File: src/oia_pkg.sv
// oia_pkg: constants shared by the onboard input acquisition block
// assumes a 40 MHz core clock and a 16-bit process image word
package oia_pkg;

  // clock rate and the settle time after a runtime parameter write
  localparam int unsigned CLK_HZ          = 40000000;
  localparam int unsigned SETTLE_TIME_MS  = 2;
  // longest time, rounded down to whole cycles
  localparam int unsigned SETTLE_CYCLES   = (SETTLE_TIME_MS * CLK_HZ) / 1000;

  // process image input addresses
  localparam logic [9:0] ADDR_AI_CH0      = 10'h320;  // 800
  localparam logic [9:0] ADDR_AI_CH1      = 10'h322;  // 802
  localparam logic [9:0] ADDR_DI_LO       = 10'h088;  // 136
  localparam logic [9:0] ADDR_DI_HI       = 10'h089;  // 137

  // parameter record layout
  localparam logic [7:0] PRM_RECORD_FILT  = 8'h01;
  localparam logic [3:0] PRM_BYTE_RSVD    = 4'h0;
  localparam logic [3:0] PRM_BYTE_FILT    = 4'h1;
  localparam logic [7:0] PRM_RSVD_RESET   = 8'h00;
  localparam logic [7:0] PRM_FILT_RESET   = 8'h10;
  localparam int unsigned FILT_CH0_LSB    = 0;
  localparam int unsigned FILT_CH1_LSB    = 2;
  localparam int unsigned FILT_FIELD_W    = 2;

  // filter codes
  typedef enum logic [1:0] {
    OIA_FILT_2MS    = 2'b00,
    OIA_FILT_100MS  = 2'b01,
    OIA_FILT_1000MS = 2'b10,
    OIA_FILT_BAD    = 2'b11
  } oia_filt_e;

  // smoothing shift per filter setting
  localparam logic [3:0] SHIFT_NONE       = 4'h0;
  localparam logic [3:0] SHIFT_SMALL      = 4'h4;
  localparam logic [3:0] SHIFT_MEDIUM     = 4'h8;
  localparam int unsigned SHIFT_MAX       = 8;

  // fixed output values
  localparam logic [19:0] SETTLE_VALUE    = 20'h7FFFF;
  localparam logic [15:0] PRM_ERR_VALUE   = 16'h7FFF;
  localparam logic [15:0] WORD_POS_MAX    = 16'h7FFF;

  // digital input count and shared-function routing
  localparam int unsigned DI_COUNT        = 16;
  localparam int unsigned CNT_COUNT       = 4;
  localparam int unsigned GATE3_BIT       = 11;
  localparam int unsigned LATCH3_BIT      = 15;

endpackage

File: src/oia_filter.sv
// oia_filter: first-order smoothing filter for one analog channel
// assumes samples arrive with a one-cycle strobe on the core clock
`timescale 1ns/1ps
module oia_filter
  import oia_pkg::*;
#(
  parameter int unsigned W  = 16,
  parameter int unsigned SH = SHIFT_MAX
) (
  // clock and reset
  input  wire logic         clk,
  input  wire logic         rst_n,
  // control
  input  wire logic         restart,
  input  wire logic [3:0]   shift,
  // sample stream
  input  wire logic         valid,
  input  wire logic [W-1:0] din,
  output logic      [W-1:0] dout
);

  logic signed [W+SH-1:0] acc_q;
  logic                   primed_q;
  logic signed [W+SH-1:0] x_ext;
  logic signed [W+SH:0]   diff;
  logic signed [W+SH:0]   diff_sh;
  logic signed [W+SH-1:0] step;

  assign x_ext   = $signed({din, {SH{1'b0}}});
  // a guard bit keeps the gap between two extreme samples from wrapping
  assign diff    = {x_ext[W+SH-1], x_ext} - {acc_q[W+SH-1], acc_q};
  assign diff_sh = diff >>> shift;
  assign step    = diff_sh[W+SH-1:0];

  // first sample after a restart loads directly so the output settles at once
  always_ff @(posedge clk or negedge rst_n) begin
    if (!rst_n) begin
      acc_q    <= '0;
      primed_q <= 1'b0;
    end else if (restart) begin
      // the old value stands until the first sample under the new setting
      primed_q <= 1'b0;
    end else if (valid) begin
      primed_q <= 1'b1;
      if (!primed_q) begin
        acc_q <= x_ext;
      end else begin
        acc_q <= acc_q + step;
      end
    end
  end

  always_ff @(posedge clk or negedge rst_n) begin
    if (!rst_n) begin
      dout <= '0;
    end else begin
      dout <= acc_q[W+SH-1:SH];
    end
  end

endmodule

File: src/oia_top.sv
// oia_top: onboard analog and digital input acquisition with edge interrupts
// assumes converter samples and parameter writes on CLK; digital pins are asynchronous
//
// Contract
// RULE1 - analog channels at input words 800, 802
// RULE2 - three filter settings per analog channel
// RULE3 - without setting, channels use 1000ms filter
// RULE4 - filter byte bits 1:0 select channel 0
// RULE5 - bits 3:2 channel 1, default 10h
// RULE6 - runtime record 1 write applied, no restart
// RULE7 - new filter effective within 2ms
// RULE8 - settling outputs fixed value 7FFFFh; code outputs the word maximum 7FFFh
// RULE9 - invalid parameter outputs 7FFFh on channel
// RULE10 - digital inputs at bytes 136 and 137
// RULE11 - shared inputs handle 100kHz, others 1kHz
// RULE12 - per-input rising and falling interrupt enables
// RULE13 - no interrupt until an edge selected
// RULE14 - diagnostics interrupt only for lost interrupt
// RULE15 - rising 0-1, falling 1-0 on sampled input
// RULE16 - counter, gate and latch input routing
// RULE17 - edge while pending flags interrupt lost; code does not flag it when the input is acknowledged in the same cycle
`timescale 1ns/1ps
module oia_top
  import oia_pkg::*;
#(
  parameter int unsigned SETTLE_CYC = SETTLE_CYCLES,
  parameter logic [3:0]  SH_SMALL   = SHIFT_SMALL,
  parameter logic [3:0]  SH_MEDIUM  = SHIFT_MEDIUM
) (
  // clock and reset
  input  wire logic        CLK,
  input  wire logic        RESET_N,
  // analog converter samples
  input  wire logic        AIN_VALID,
  input  wire logic [15:0] AIN0_DATA,
  input  wire logic [15:0] AIN1_DATA,
  // parameter record write
  input  wire logic        PRM_WR,
  input  wire logic [7:0]  PRM_REC,
  input  wire logic [3:0]  PRM_IDX,
  input  wire logic [7:0]  PRM_DATA,
  output logic      [7:0]  FILTER_BYTE,
  output logic             SETTLING,
  // process image read
  input  wire logic        RD_EN,
  input  wire logic [9:0]  RD_ADDR,
  output logic      [15:0] RD_DATA,
  output logic             RD_ACK,
  output logic             RD_ERR,
  // digital input pins
  input  wire logic [15:0] DI_PIN,
  // interrupt configuration and service
  input  wire logic [15:0] IRQ_RISE_EN,
  input  wire logic [15:0] IRQ_FALL_EN,
  input  wire logic [15:0] IRQ_ACK,
  input  wire logic        DIAG_ACK,
  output logic      [15:0] IRQ_PEND,
  output logic             HW_IRQ,
  output logic      [15:0] LOST_MAP,
  output logic             DIAG_IRQ,
  // shared-function inputs for counters
  output logic      [3:0]  CNT_A,
  output logic      [3:0]  CNT_B,
  output logic             GATE_THREE,
  output logic             LATCH_THREE
);

  // idle: setting in effect; settle: counting after a write, outputs fixed;
  // apply: one cycle that hands over the byte and restarts both filters
  typedef enum logic [1:0] {
    OIA_IDLE   = 2'b00,
    OIA_SETTLE = 2'b01,
    OIA_APPLY  = 2'b11
  } oia_state_e;

  // apply and return to idle follow the last count, so the whole sequence
  // from the taking edge fits in SETTLE_CYC cycles
  localparam logic [16:0] SETTLE_LAST = 17'(SETTLE_CYC - 2);

  // saturate a wide value into a positive signed word
  function automatic logic [15:0] sat_word(input logic [19:0] v);
    if (v > {4'h0, WORD_POS_MAX}) begin
      sat_word = WORD_POS_MAX;
    end else begin
      sat_word = v[15:0];
    end
  endfunction

  // smoothing shift for a filter code
  function automatic logic [3:0] code_shift(input logic [1:0] code);
    unique case (code)
      OIA_FILT_2MS:    code_shift = SHIFT_NONE;
      OIA_FILT_100MS:  code_shift = SH_SMALL;
      OIA_FILT_1000MS: code_shift = SH_MEDIUM;
      default:         code_shift = SHIFT_NONE;
    endcase
  endfunction

  // parameter record and apply sequence
  oia_state_e  state_q;
  logic [16:0] settle_cnt_q;
  logic [7:0]  filt_byte_q;
  logic [7:0]  pend_byte_q;
  logic        given_q;
  logic [1:0]  code_ch_q [2];
  logic        filt_wr;
  logic        restart;
  logic        apply_now;

  assign filt_wr = PRM_WR && (PRM_REC == PRM_RECORD_FILT)
                   && (PRM_IDX == PRM_BYTE_FILT);                // [RULE6]
  assign restart = (state_q == OIA_APPLY);
  // last counting cycle with no fresh write: the pending byte takes effect
  assign apply_now = (state_q == OIA_SETTLE) && !filt_wr
                     && (settle_cnt_q >= SETTLE_LAST);

  // accepted byte is kept as written, reserved bits included
  always_ff @(posedge CLK or negedge RESET_N) begin
    if (!RESET_N) begin
      pend_byte_q <= PRM_FILT_RESET;                             // [RULE5]
    end else if (filt_wr) begin
      pend_byte_q <= PRM_DATA;
    end
  end

  always_ff @(posedge CLK or negedge RESET_N) begin
    if (!RESET_N) begin
      state_q      <= OIA_IDLE;
      settle_cnt_q <= '0;
    end else begin
      unique case (state_q)
        OIA_IDLE: begin
          if (filt_wr) begin
            state_q      <= OIA_SETTLE;
            settle_cnt_q <= '0;
          end
        end
        OIA_SETTLE: begin
          // a fresh write restarts the wait
          if (filt_wr) begin
            settle_cnt_q <= '0;
          end else if (settle_cnt_q >= SETTLE_LAST) begin
            state_q <= OIA_APPLY;                                // [RULE7]
          end else begin
            settle_cnt_q <= settle_cnt_q + 17'h00001;
          end
        end
        OIA_APPLY: begin
          settle_cnt_q <= '0;
          if (filt_wr) begin
            state_q <= OIA_SETTLE;
          end else begin
            state_q <= OIA_IDLE;
          end
        end
        default: begin
          state_q      <= OIA_IDLE;
          settle_cnt_q <= '0;
        end
      endcase
    end
  end

  // the byte resets to 10h, whose fields read 2ms; the channels keep the
  // medium filter until a written byte has been applied
  always_ff @(posedge CLK or negedge RESET_N) begin
    if (!RESET_N) begin
      filt_byte_q <= PRM_FILT_RESET;                             // [RULE5]
    end else if (apply_now) begin
      filt_byte_q <= pend_byte_q;                                // [RULE6] [RULE7]
    end
  end

  always_ff @(posedge CLK or negedge RESET_N) begin
    if (!RESET_N) begin
      given_q <= 1'b0;
    end else if (apply_now) begin
      given_q <= 1'b1;
    end
  end

  // codes in effect; medium filter until a setting has been given
  always_ff @(posedge CLK or negedge RESET_N) begin
    if (!RESET_N) begin
      code_ch_q[0] <= OIA_FILT_1000MS;                           // [RULE3]
      code_ch_q[1] <= OIA_FILT_1000MS;                           // [RULE3]
    end else if (given_q) begin
      code_ch_q[0] <= filt_byte_q[FILT_CH0_LSB +: FILT_FIELD_W]; // [RULE4]
      code_ch_q[1] <= filt_byte_q[FILT_CH1_LSB +: FILT_FIELD_W]; // [RULE5]
    end
  end

  assign FILTER_BYTE = filt_byte_q;
  assign SETTLING    = (state_q != OIA_IDLE);

  // analog channels
  logic [15:0] ain  [2];
  logic [15:0] filt [2];
  logic [15:0] aword [2];
  logic [3:0]  shift_ch [2];

  assign ain[0] = AIN0_DATA;
  assign ain[1] = AIN1_DATA;

  // both channels share the converter strobe and the restart of an apply
  for (genvar c = 0; c < 2; c++) begin : g_ach
    assign shift_ch[c] = code_shift(code_ch_q[c]);               // [RULE2]

    oia_filter #(
      .W  (16),
      .SH (SHIFT_MAX)
    ) u_filter (
      .clk     (CLK),
      .rst_n   (RESET_N),
      .restart (restart),
      .shift   (shift_ch[c]),
      .valid   (AIN_VALID),
      .din     (ain[c]),
      .dout    (filt[c])
    );

    always_comb begin
      if (SETTLING) begin
        // 7FFFFh is wider than the word, so the word maximum stands in
        aword[c] = sat_word(SETTLE_VALUE);                       // [RULE8]
      end else if (code_ch_q[c] == OIA_FILT_BAD) begin
        // code 11b is no legal setting and counts as a parameter error
        aword[c] = PRM_ERR_VALUE;                                // [RULE9]
      end else begin
        aword[c] = filt[c];
      end
    end
  end

  // digital input synchroniser; at 40 MHz the 100kHz inputs are well oversampled
  // fast and slow inputs share this path, so both rates are covered
  logic [15:0] di_meta_q;
  logic [15:0] di_sync_q;
  logic [15:0] di_prev_q;

  always_ff @(posedge CLK or negedge RESET_N) begin
    if (!RESET_N) begin
      di_meta_q <= '0;
      di_sync_q <= '0;
    end else begin
      di_meta_q <= DI_PIN;                                       // [RULE11]
      di_sync_q <= di_meta_q;
    end
  end

  // starts low: no edge in the first cycle, but a pin held high through
  // reset shows one rising edge once it is synchronised
  always_ff @(posedge CLK or negedge RESET_N) begin
    if (!RESET_N) begin
      di_prev_q <= '0;
    end else begin
      di_prev_q <= di_sync_q;
    end
  end

  logic [15:0] rise;
  logic [15:0] fall;
  logic [15:0] evt;
  logic [15:0] lost;

  assign rise = di_sync_q & ~di_prev_q;                          // [RULE15]
  assign fall = ~di_sync_q & di_prev_q;                          // [RULE15]
  assign evt  = (rise & IRQ_RISE_EN) | (fall & IRQ_FALL_EN);     // [RULE12] [RULE13]
  // an acknowledge in the same cycle frees the slot, so that edge is not lost
  assign lost = evt & IRQ_PEND & ~IRQ_ACK;                       // [RULE17]

  // a new edge wins over the acknowledge of the same input
  always_ff @(posedge CLK or negedge RESET_N) begin
    if (!RESET_N) begin
      IRQ_PEND <= '0;                                            // [RULE13]
    end else begin
      IRQ_PEND <= (IRQ_PEND & ~IRQ_ACK) | evt;                   // [RULE12]
    end
  end

  always_ff @(posedge CLK or negedge RESET_N) begin
    if (!RESET_N) begin
      LOST_MAP <= '0;
    end else if (DIAG_ACK) begin
      LOST_MAP <= lost;
    end else begin
      LOST_MAP <= LOST_MAP | lost;                               // [RULE17]
    end
  end

  always_ff @(posedge CLK or negedge RESET_N) begin
    if (!RESET_N) begin
      DIAG_IRQ <= 1'b0;
    end else begin
      DIAG_IRQ <= (DIAG_IRQ & ~DIAG_ACK) | (|lost);              // [RULE14]
    end
  end

  assign HW_IRQ = |IRQ_PEND;

  // shared-function routing from the synchronised inputs
  always_ff @(posedge CLK or negedge RESET_N) begin
    if (!RESET_N) begin
      CNT_A       <= '0;
      CNT_B       <= '0;
      GATE_THREE  <= 1'b0;
      LATCH_THREE <= 1'b0;
    end else begin
      // counter k takes its A and B inputs from pins 3k and 3k+1
      for (int k = 0; k < CNT_COUNT; k++) begin
        CNT_A[k] <= di_sync_q[3*k];                              // [RULE16]
        CNT_B[k] <= di_sync_q[3*k+1];                            // [RULE16]
      end
      GATE_THREE  <= di_sync_q[GATE3_BIT];                       // [RULE16]
      LATCH_THREE <= di_sync_q[LATCH3_BIT];                      // [RULE16]
    end
  end

  // process image read: one cycle to answer
  // unmapped addresses answer zero with the error flag; data holds between reads
  always_ff @(posedge CLK or negedge RESET_N) begin
    if (!RESET_N) begin
      RD_DATA <= '0;
      RD_ACK  <= 1'b0;
      RD_ERR  <= 1'b0;
    end else begin
      RD_ACK <= RD_EN;
      RD_ERR <= 1'b0;
      if (RD_EN) begin
        unique case (RD_ADDR)
          ADDR_AI_CH0: RD_DATA <= aword[0];                      // [RULE1]
          ADDR_AI_CH1: RD_DATA <= aword[1];                      // [RULE1]
          ADDR_DI_LO:  RD_DATA <= {8'h00, di_sync_q[7:0]};       // [RULE10]
          ADDR_DI_HI:  RD_DATA <= {8'h00, di_sync_q[15:8]};      // [RULE10]
          default: begin
            RD_DATA <= '0;
            RD_ERR  <= 1'b1;
          end
        endcase
      end
    end
  end

endmodule

File: config.mk
export PLATFORM = sky130hd
export DESIGN_NAME = oia_top
export DESIGN_NICKNAME = d
export VERILOG_FILES = /design/src/oia_pkg.sv /design/src/oia_filter.sv /design/src/oia_top.sv
export SDC_FILE = /design/constraint.sdc
export NUM_CORES = 1
export LEC_CHECK = 0
export ABC_AREA = 1
export CAP_MARGIN = 20
export CORE_ASPECT_RATIO = 0.9
export CORE_MARGIN = 3
export CORE_UTILIZATION = 52
export CTS_CLUSTER_SIZE = 30
export DETAILED_ROUTE_END_ITERATION = 16
export DONT_BUFFER_PORTS = 1
export GPL_TIMING_DRIVEN = 0
export PLACE_DENSITY = 0.74
export SETUP_SLACK_MARGIN = 0.3
export SKIP_LAST_GASP = 1
export SYNTH_ARGS = -nofsm -noshare
export SYNTH_HDL_FRONTEND = slang
export SYNTH_SLANG_ARGS = --single-unit
File: constraint.sdc
create_clock -name CLK -period 4.23 [get_ports CLK]
set_input_delay 0.6345 -clock CLK [delete_from_list [all_inputs] [get_ports CLK]]
set_output_delay 0.6345 -clock CLK [all_outputs]
set_load 0.1 [all_outputs]
Yosys cells after proc, flatten, opt, wreduce, memory -nomap -nowiden:

Index checks and enable logic that the tools add are counted.
Widths: inputs -> output; s select.

* input bits: 132
* word-level logic and storage cells: 105
* register bits after elaboration: 230

* shift-type cells: 2
* equal/unequal tests: 18
* bitwise gates (word level): 17
* $add $sub $neg: 5
* muxes and demuxes: 23
* reductions and logical operators: 14
* order comparisons: 1

Operators with widths (number)
* $and 16x16->16: 7
* $mux 16: 5
* $pmux 16 s4: 1
* $mux 17: 3
* $sshr 25x4->24: 2
* $sub 24x24->25: 2
* $add 24x24->24: 2
* $mux 24: 2
* $not 16->16: 3
* $or 16x16->16: 3
* $pmux 17 s2: 1
* $reduce_or 16->1: 2
* $eq 10x10->1 const B: 2
* $eq 10x8->1 const B: 2
* $add 17x1->17 const B: 1
* $ge 17x17->1 const B: 1
* $pmux 4 s2: 2
* $eq 2x2->1 const B: 5
* $eq 8x1->1 const B: 1
* $eq 2x1->1 const B: 3
* $mux 2: 3
* $pmux 2 s3: 1
* $mux 1: 5
* $eq 4x1->1 const B: 1
* other kinds (13): 20

Depth between registers and ports, before layout:

* word-level depth: 8
* gate-level depth with buffers: 30
* depth with buffers taken out: 30

Cells and area by module:

From an unflattened synthesis, not the netlist that was laid out.

* cell total of the unflattened synthesis: 2370
* area total of the unflattened synthesis: 16354.4 um^2

Modules (own cells, without submodules)
* oia_filter: area an instance 4967.3 um^2, times used 2, cells each 787
* oia_top: area an instance 6419.9 um^2, times used 1, cells each 796

Worst setup path before layout:

No wires, ideal clock.

* path kind: input -> register
* start: input port AIN0_DATA[6]
* end: register g_ach[0].u_filter.acc_q[20]
* required time: 4147 ps
* setup time: 83 ps
* buffers on the path: 0
* stages on the path: 24
* data arrival time: 3537 ps
* slack: 611 ps
* cell sequence: ha_1 nand2_1 inv_1 a21oi_1 inv_1 a21oi_1 nand3_1 or2_2 nand3_1 nand3_1 nand3_1 inv_1 ha_1 nand2_1 inv_1 nand3_1 nor2_1 nand4_1 nand3_1 a21oi_1 or2_2 nand3_1 nand2_1 o21ai_0

* cells in the longest elaborated chain, start to end: 4

RTL lines
* start, declared: line oia_top.sv:35 `input wire logic [15:0] AIN0_DATA,`
* $sub 24x24->25: line oia_filter.sv:31 `assign diff = {x_ext[W+SH-1], x_ext} - {acc_q[W+SH-1], acc_q};`
* $sshr 25x4->24: line oia_filter.sv:32 `assign diff_sh = diff >>> shift;`
* $add 24x24->24: line oia_filter.sv:48 `acc_q <= acc_q + step;`
* $mux 24: line oia_filter.sv:45 `if (!primed_q) begin`
* end signal, assigned: line oia_filter.sv:46 `acc_q <= x_ext;`
* end signal, assigned: line oia_filter.sv:48
* end, declared: line oia_filter.sv:22 `logic signed [W+SH-1:0] acc_q;`

Every way passes these cells.
A chain may end at the register's enable or synchronous reset.

Worst setup path after layout:

* start: register g_ach[0].u_filter.acc_q[14]
* end: register g_ach[0].u_filter.acc_q[21]

* cells in the longest elaborated chain, start to end: 4

RTL lines (line)
* $sub 24x24->25: oia_filter.sv:31
* $sshr 25x4->24: oia_filter.sv:32
* $add 24x24->24 (*): oia_filter.sv:48
* $mux 24 (*): oia_filter.sv:45

Every way passes the cells marked *; elsewhere a longest branch is shown, timed or not.

==> flow_metrics.py <==
metrics = {
    "synthesis": {
        "ys_seq_area_share_pct": 36.8,
        "async_flop_share_pct": 100,
        "synthCells": 2063,
        "yosysTopAreaCellShare_pct": 36.1,
        "synth_seq_cells": 220,
        "synth_cell_types": 55,
        "synth.top_cells.by_count": "nand2_1, inv_1, dfrtp_1",
        "syn_avg_cell_area_um2": 7.26,
        "synthTopCellsByArea": "dfrtp_1, nand2_1, inv_1",
        "yosys_warnings": 0,
        "yosysTopAreaCell": "dfrtp_1",
        "synth.net_count": 2281,
        "synth-edff-count": 0,
        "synthMostInstantiatedCell": "nand2_1",
        "ys.flop_type": "dfrtp_1",
        "syn_area_mm2": 0.0150,
    },
    "critical_path": {
        "r2r_slack_ps": 290,
        "ff2ff_path_depth": 23,
        "r2r_start": "g_ach[0].u_filter.acc_q[14]$_DFFE_PN0P_",
        "worst-path-max-fanout": 7,
        "crit_type": "flop to flop",
        "startpoint_type": "flop",
        "worstPathArrival_ps": 4370,
        "end_kind": "flop",
        "cp.required_ps": 4660,
        "r2r_end": "g_ach[0].u_filter.acc_q[21]$_DFFE_PN0P_",
    },
    "layout": {
        "layout.nets": 2366,
        "drive_gt1_share_pct": 18.7,
        "area_delta_synth_final_pct": 20.3,
        "instances_no_fill": 2526,
    },
    "outcome": {
        "violations": "hold timing",
        "outcome": "finished, violations left",
    },
    "detailed_routing": {
        "drc": 0,
        "drt_wl_total_um": 50600,
        "viasPerCell": 5.81,
        "drt_pass1_iterations": 7,
        "drtIter0Drc": 1393,
        "vias": 14700,
        "drtAntennaViolNets": 0,
        "wl_per_cell_um": 20.0,
    },
    "power_and_ir_drop": {
        "ir_drop_v": 0.000780,
        "comb_power_share_pct": 69.8,
        "internal-power_mw": 8.69,
        "p_leak_nw": 8.57,
        "power_frac_clock_pct": 12.0,
        "power.total_mw": 17.8,
        "p_sw_mw": 9.09,
        "powerDensity_mw_per_mm2": 987,
        "power_frac_seq_pct": 18.2,
        "switching_share_pct": 51.1,
    },
    "clock_network": {
        "htree_levels": 1,
        "cts_buffers": 23,
        "clk_pin_slew_ps": 60,
        "cts_tree": "built",
        "cts_max_path_buffers": 3,
        "insertion_delay_ps": 530,
        "clockRootBuffer": "clkbuf_16",
        "clock-sinks": 220,
    },
    "global_routing": {
        "grt_pass1_vias": 13300,
        "grt_max_degree": 221,
        "grt_antenna_before_repair": 4,
        "grt.total_usage_pct": 30.8,
        "overflow": 0,
        "grt_pass1_wl_um": 75000,
    },
    "sta": {
        "hold_slack_ps": -203,
        "worstMarginPinSlew_ps": 1070,
        "finalHoldViolations": 219,
        "period_needed_ps": 3940,
        "finalWorstSetupSlack_ps": 291,
        "fmax_ghz": 0.254,
        "finClkSkew_ps": 14.0,
        "finalCritPeriodShare_pct": 93.1,
        "slew_viol_final": 0,
        "rsz0062_at_grt": "true",
        "report.final.setup_viol": 0,
        "maxSlewHeadroom_pct": 28.4,
    },
    "floorplanning": {
        "die_area_mm2": 0.0309,
        "num_rows": 58,
        "die_w_um": 185,
        "die_y_um": 167,
        "core_area_mm2": 0.0282,
        "floorplan.initialDensity_pct": 53.2,
        "io_pins": 203,
    },
    "place": {
        "io_buffers": 0,
        "dpl.hpwl_um": 38700,
        "place_inst": 2424,
        "place_ws_ps": -91.8,
        "finalWeightedCongestion": 1.02,
    },
    "min_path": {
        "hold_path_class": "primary input to asynchronous set/reset pin",
    },
    "run": {
        "maxCapViolCount": 0,
    },
}
==> stage by stage <==
| stage | area (um^2) | setup TNS (ps) | util [%] |
|---|---|---|---|
| 2_1_floorplan | 15000 | 0 | - |
| 3_3_place_gp | 15400 | -337 | 54.8 |
| 3_5_place_dp | 15400 | -216 | 54.8 |
| 4_1_cts | 16600 | 0 | 59.1 |
| 5_1_grt | 18000 | 0 | 64.0 |
| 6_report | 18000 | 0 | 64.0 |
==> timing repair <==
item / CTS / global route
endpoints found under the hold margin: 220 / 217
cloned: 0 / 0
endpoints found under the setup margin: 31 / 34
pin swaps: 11 / 73
setup buffers: 12 / 47
gates resized for setup: 79 / 241
==> layout by cell type, fill, tap and decap left out, types with 24 or more instances in the layout <==
cell type,n
a21oi_1,77
a21oi_2,35
buf_4,69
clkbuf_1,38
dfrtp_1,202
ha_1,37
ha_4,39
inv_1,299
inv_2,24
nand2_1,434
nand2_2,34
nand3_1,109
nand4_1,31
nor2_1,128
nor2_2,29
nor3_1,52
o21ai_0,121
o22ai_1,29
xor2_1,25
==> routing by layer <==
layer,up-vias,part of all wire [%],global-route usage [%]
met4,0,3.4,10.0
met2,670,44,47.4
met3,103,9.3,6.68
met5,-,0,0
li1,7019,-,-
met1,6878,43,43.5
==> sequential cells by signal (all words and copies together) (netlist names) <==
signal                   flops
CNT_B                        3
FILTER_BYTE                  8
CNT_A                        3
RD_ACK                       1
LATCH_THREE                  1
code_ch_q                    4
g_ach.u_filter.dout         32
di_meta_q                   16
settle_cnt_q                17
given_q                      1
di_prev_q                    9
pend_byte_q                  8
state_q                      2
IRQ_PEND                    16
LOST_MAP                    16
DIAG_IRQ                     1
di_sync_q                   16
g_ach.u_filter.primed_q      1
RD_ERR                       1
g_ach.u_filter.acc_q        48
RD_DATA                     16
==> kinds of logic after synthesis <==
| logic type | after synthesis | share of synthesized area (%) |
|---|---|---|
| AND/OR/NAND/NOR | 920 | 26.7 |
| multiplexers | 1 | 0.0752 |
| adder cells (fa/ha/maj) | 86 | 7.29 |
| buffers and inverters | 377 | 9.78 |
| XOR/XNOR | 51 | 2.98 |
| AO/OA/AOI/OAI | 408 | 16.3 |
| flip-flops | 220 | 36.8 |
==> worst max-delay path by stage <==
| stage | end | from | slack [ps] | cells past startpoint |
|---|---|---|---|---|
| finish | g_ach[0].u_filter.acc_q[21]$_DFFE_PN0P_ | g_ach[0].u_filter.acc_q[14]$_DFFE_PN0P_ | 290 | 23 |
| global route | g_ach[0].u_filter.acc_q[21]$_DFFE_PN0P_ | g_ach[0].u_filter.acc_q[14]$_DFFE_PN0P_ | 140 | 23 |
| detailed placement | g_ach[1].u_filter.acc_q[21]$_DFFE_PN0P_ | AIN1_DATA[7] | -90 | 22 |
| floorplan | g_ach[0].u_filter.acc_q[20]$_DFFE_PN0P_ | AIN0_DATA[6] | 610 | 24 |
| CTS | g_ach[1].u_filter.acc_q[21]$_DFFE_PN0P_ | g_ach[1].u_filter.acc_q[14]$_DFFE_PN0P_ | 250 | 23 |
| global placement | g_ach[1].u_filter.acc_q[21]$_DFFE_PN0P_ | AIN1_DATA[7] | -150 | 22 |
==> critical path, stage by stage, from the launching register on <==
cell	delay (ps)
dfrtp_2	410
inv_2	100
ha_4	230
nand2_2	90
inv_2	60
nand2_2	90
inv_1	50
nand2_2	90
nand3_2	100
nand3_1	90
nand3_2	120
xor2_2	230
buf_4	150
o21ai_2	200
o21ai_1	160
ha_4	370
nand2_1	120
o21ai_0	400
o21bai_4	230
nand2_1	70
nand3_1	100
xor2_1	150
nor2_1	60
o22ai_1	160
==> final cells by class <==
class,instances,area [um^2]
Antenna cell,3,7.51
Buffer,52,246
Clock buffer,30,642
Clock inverter,10,153
Fill cell,2450,10100
Inverter,325,1220
Multi-Input combinational cell,1466,9310
Sequential cell,220,5530
Tap cell,360,450
Timing Repair Buffer,60,458
==> power groups by stage <==
| stage | registers [mW] | logic, mW | clock network, mW |
|---|---|---|---|
| final | 3.23 | 12.4 | 2.14 |
| after CTS | 3.25 | 9.90 | 2.17 |
| after detailed placement | 3.31 | 9.28 | 0 |
| after global routing | 3.27 | 13.5 | 2.26 |
| after global placement | 3.30 | 9.22 | 0 |
| after floorplan | 3.09 | 7.10 | 0 |
Power figures use the tool's default switching activity.
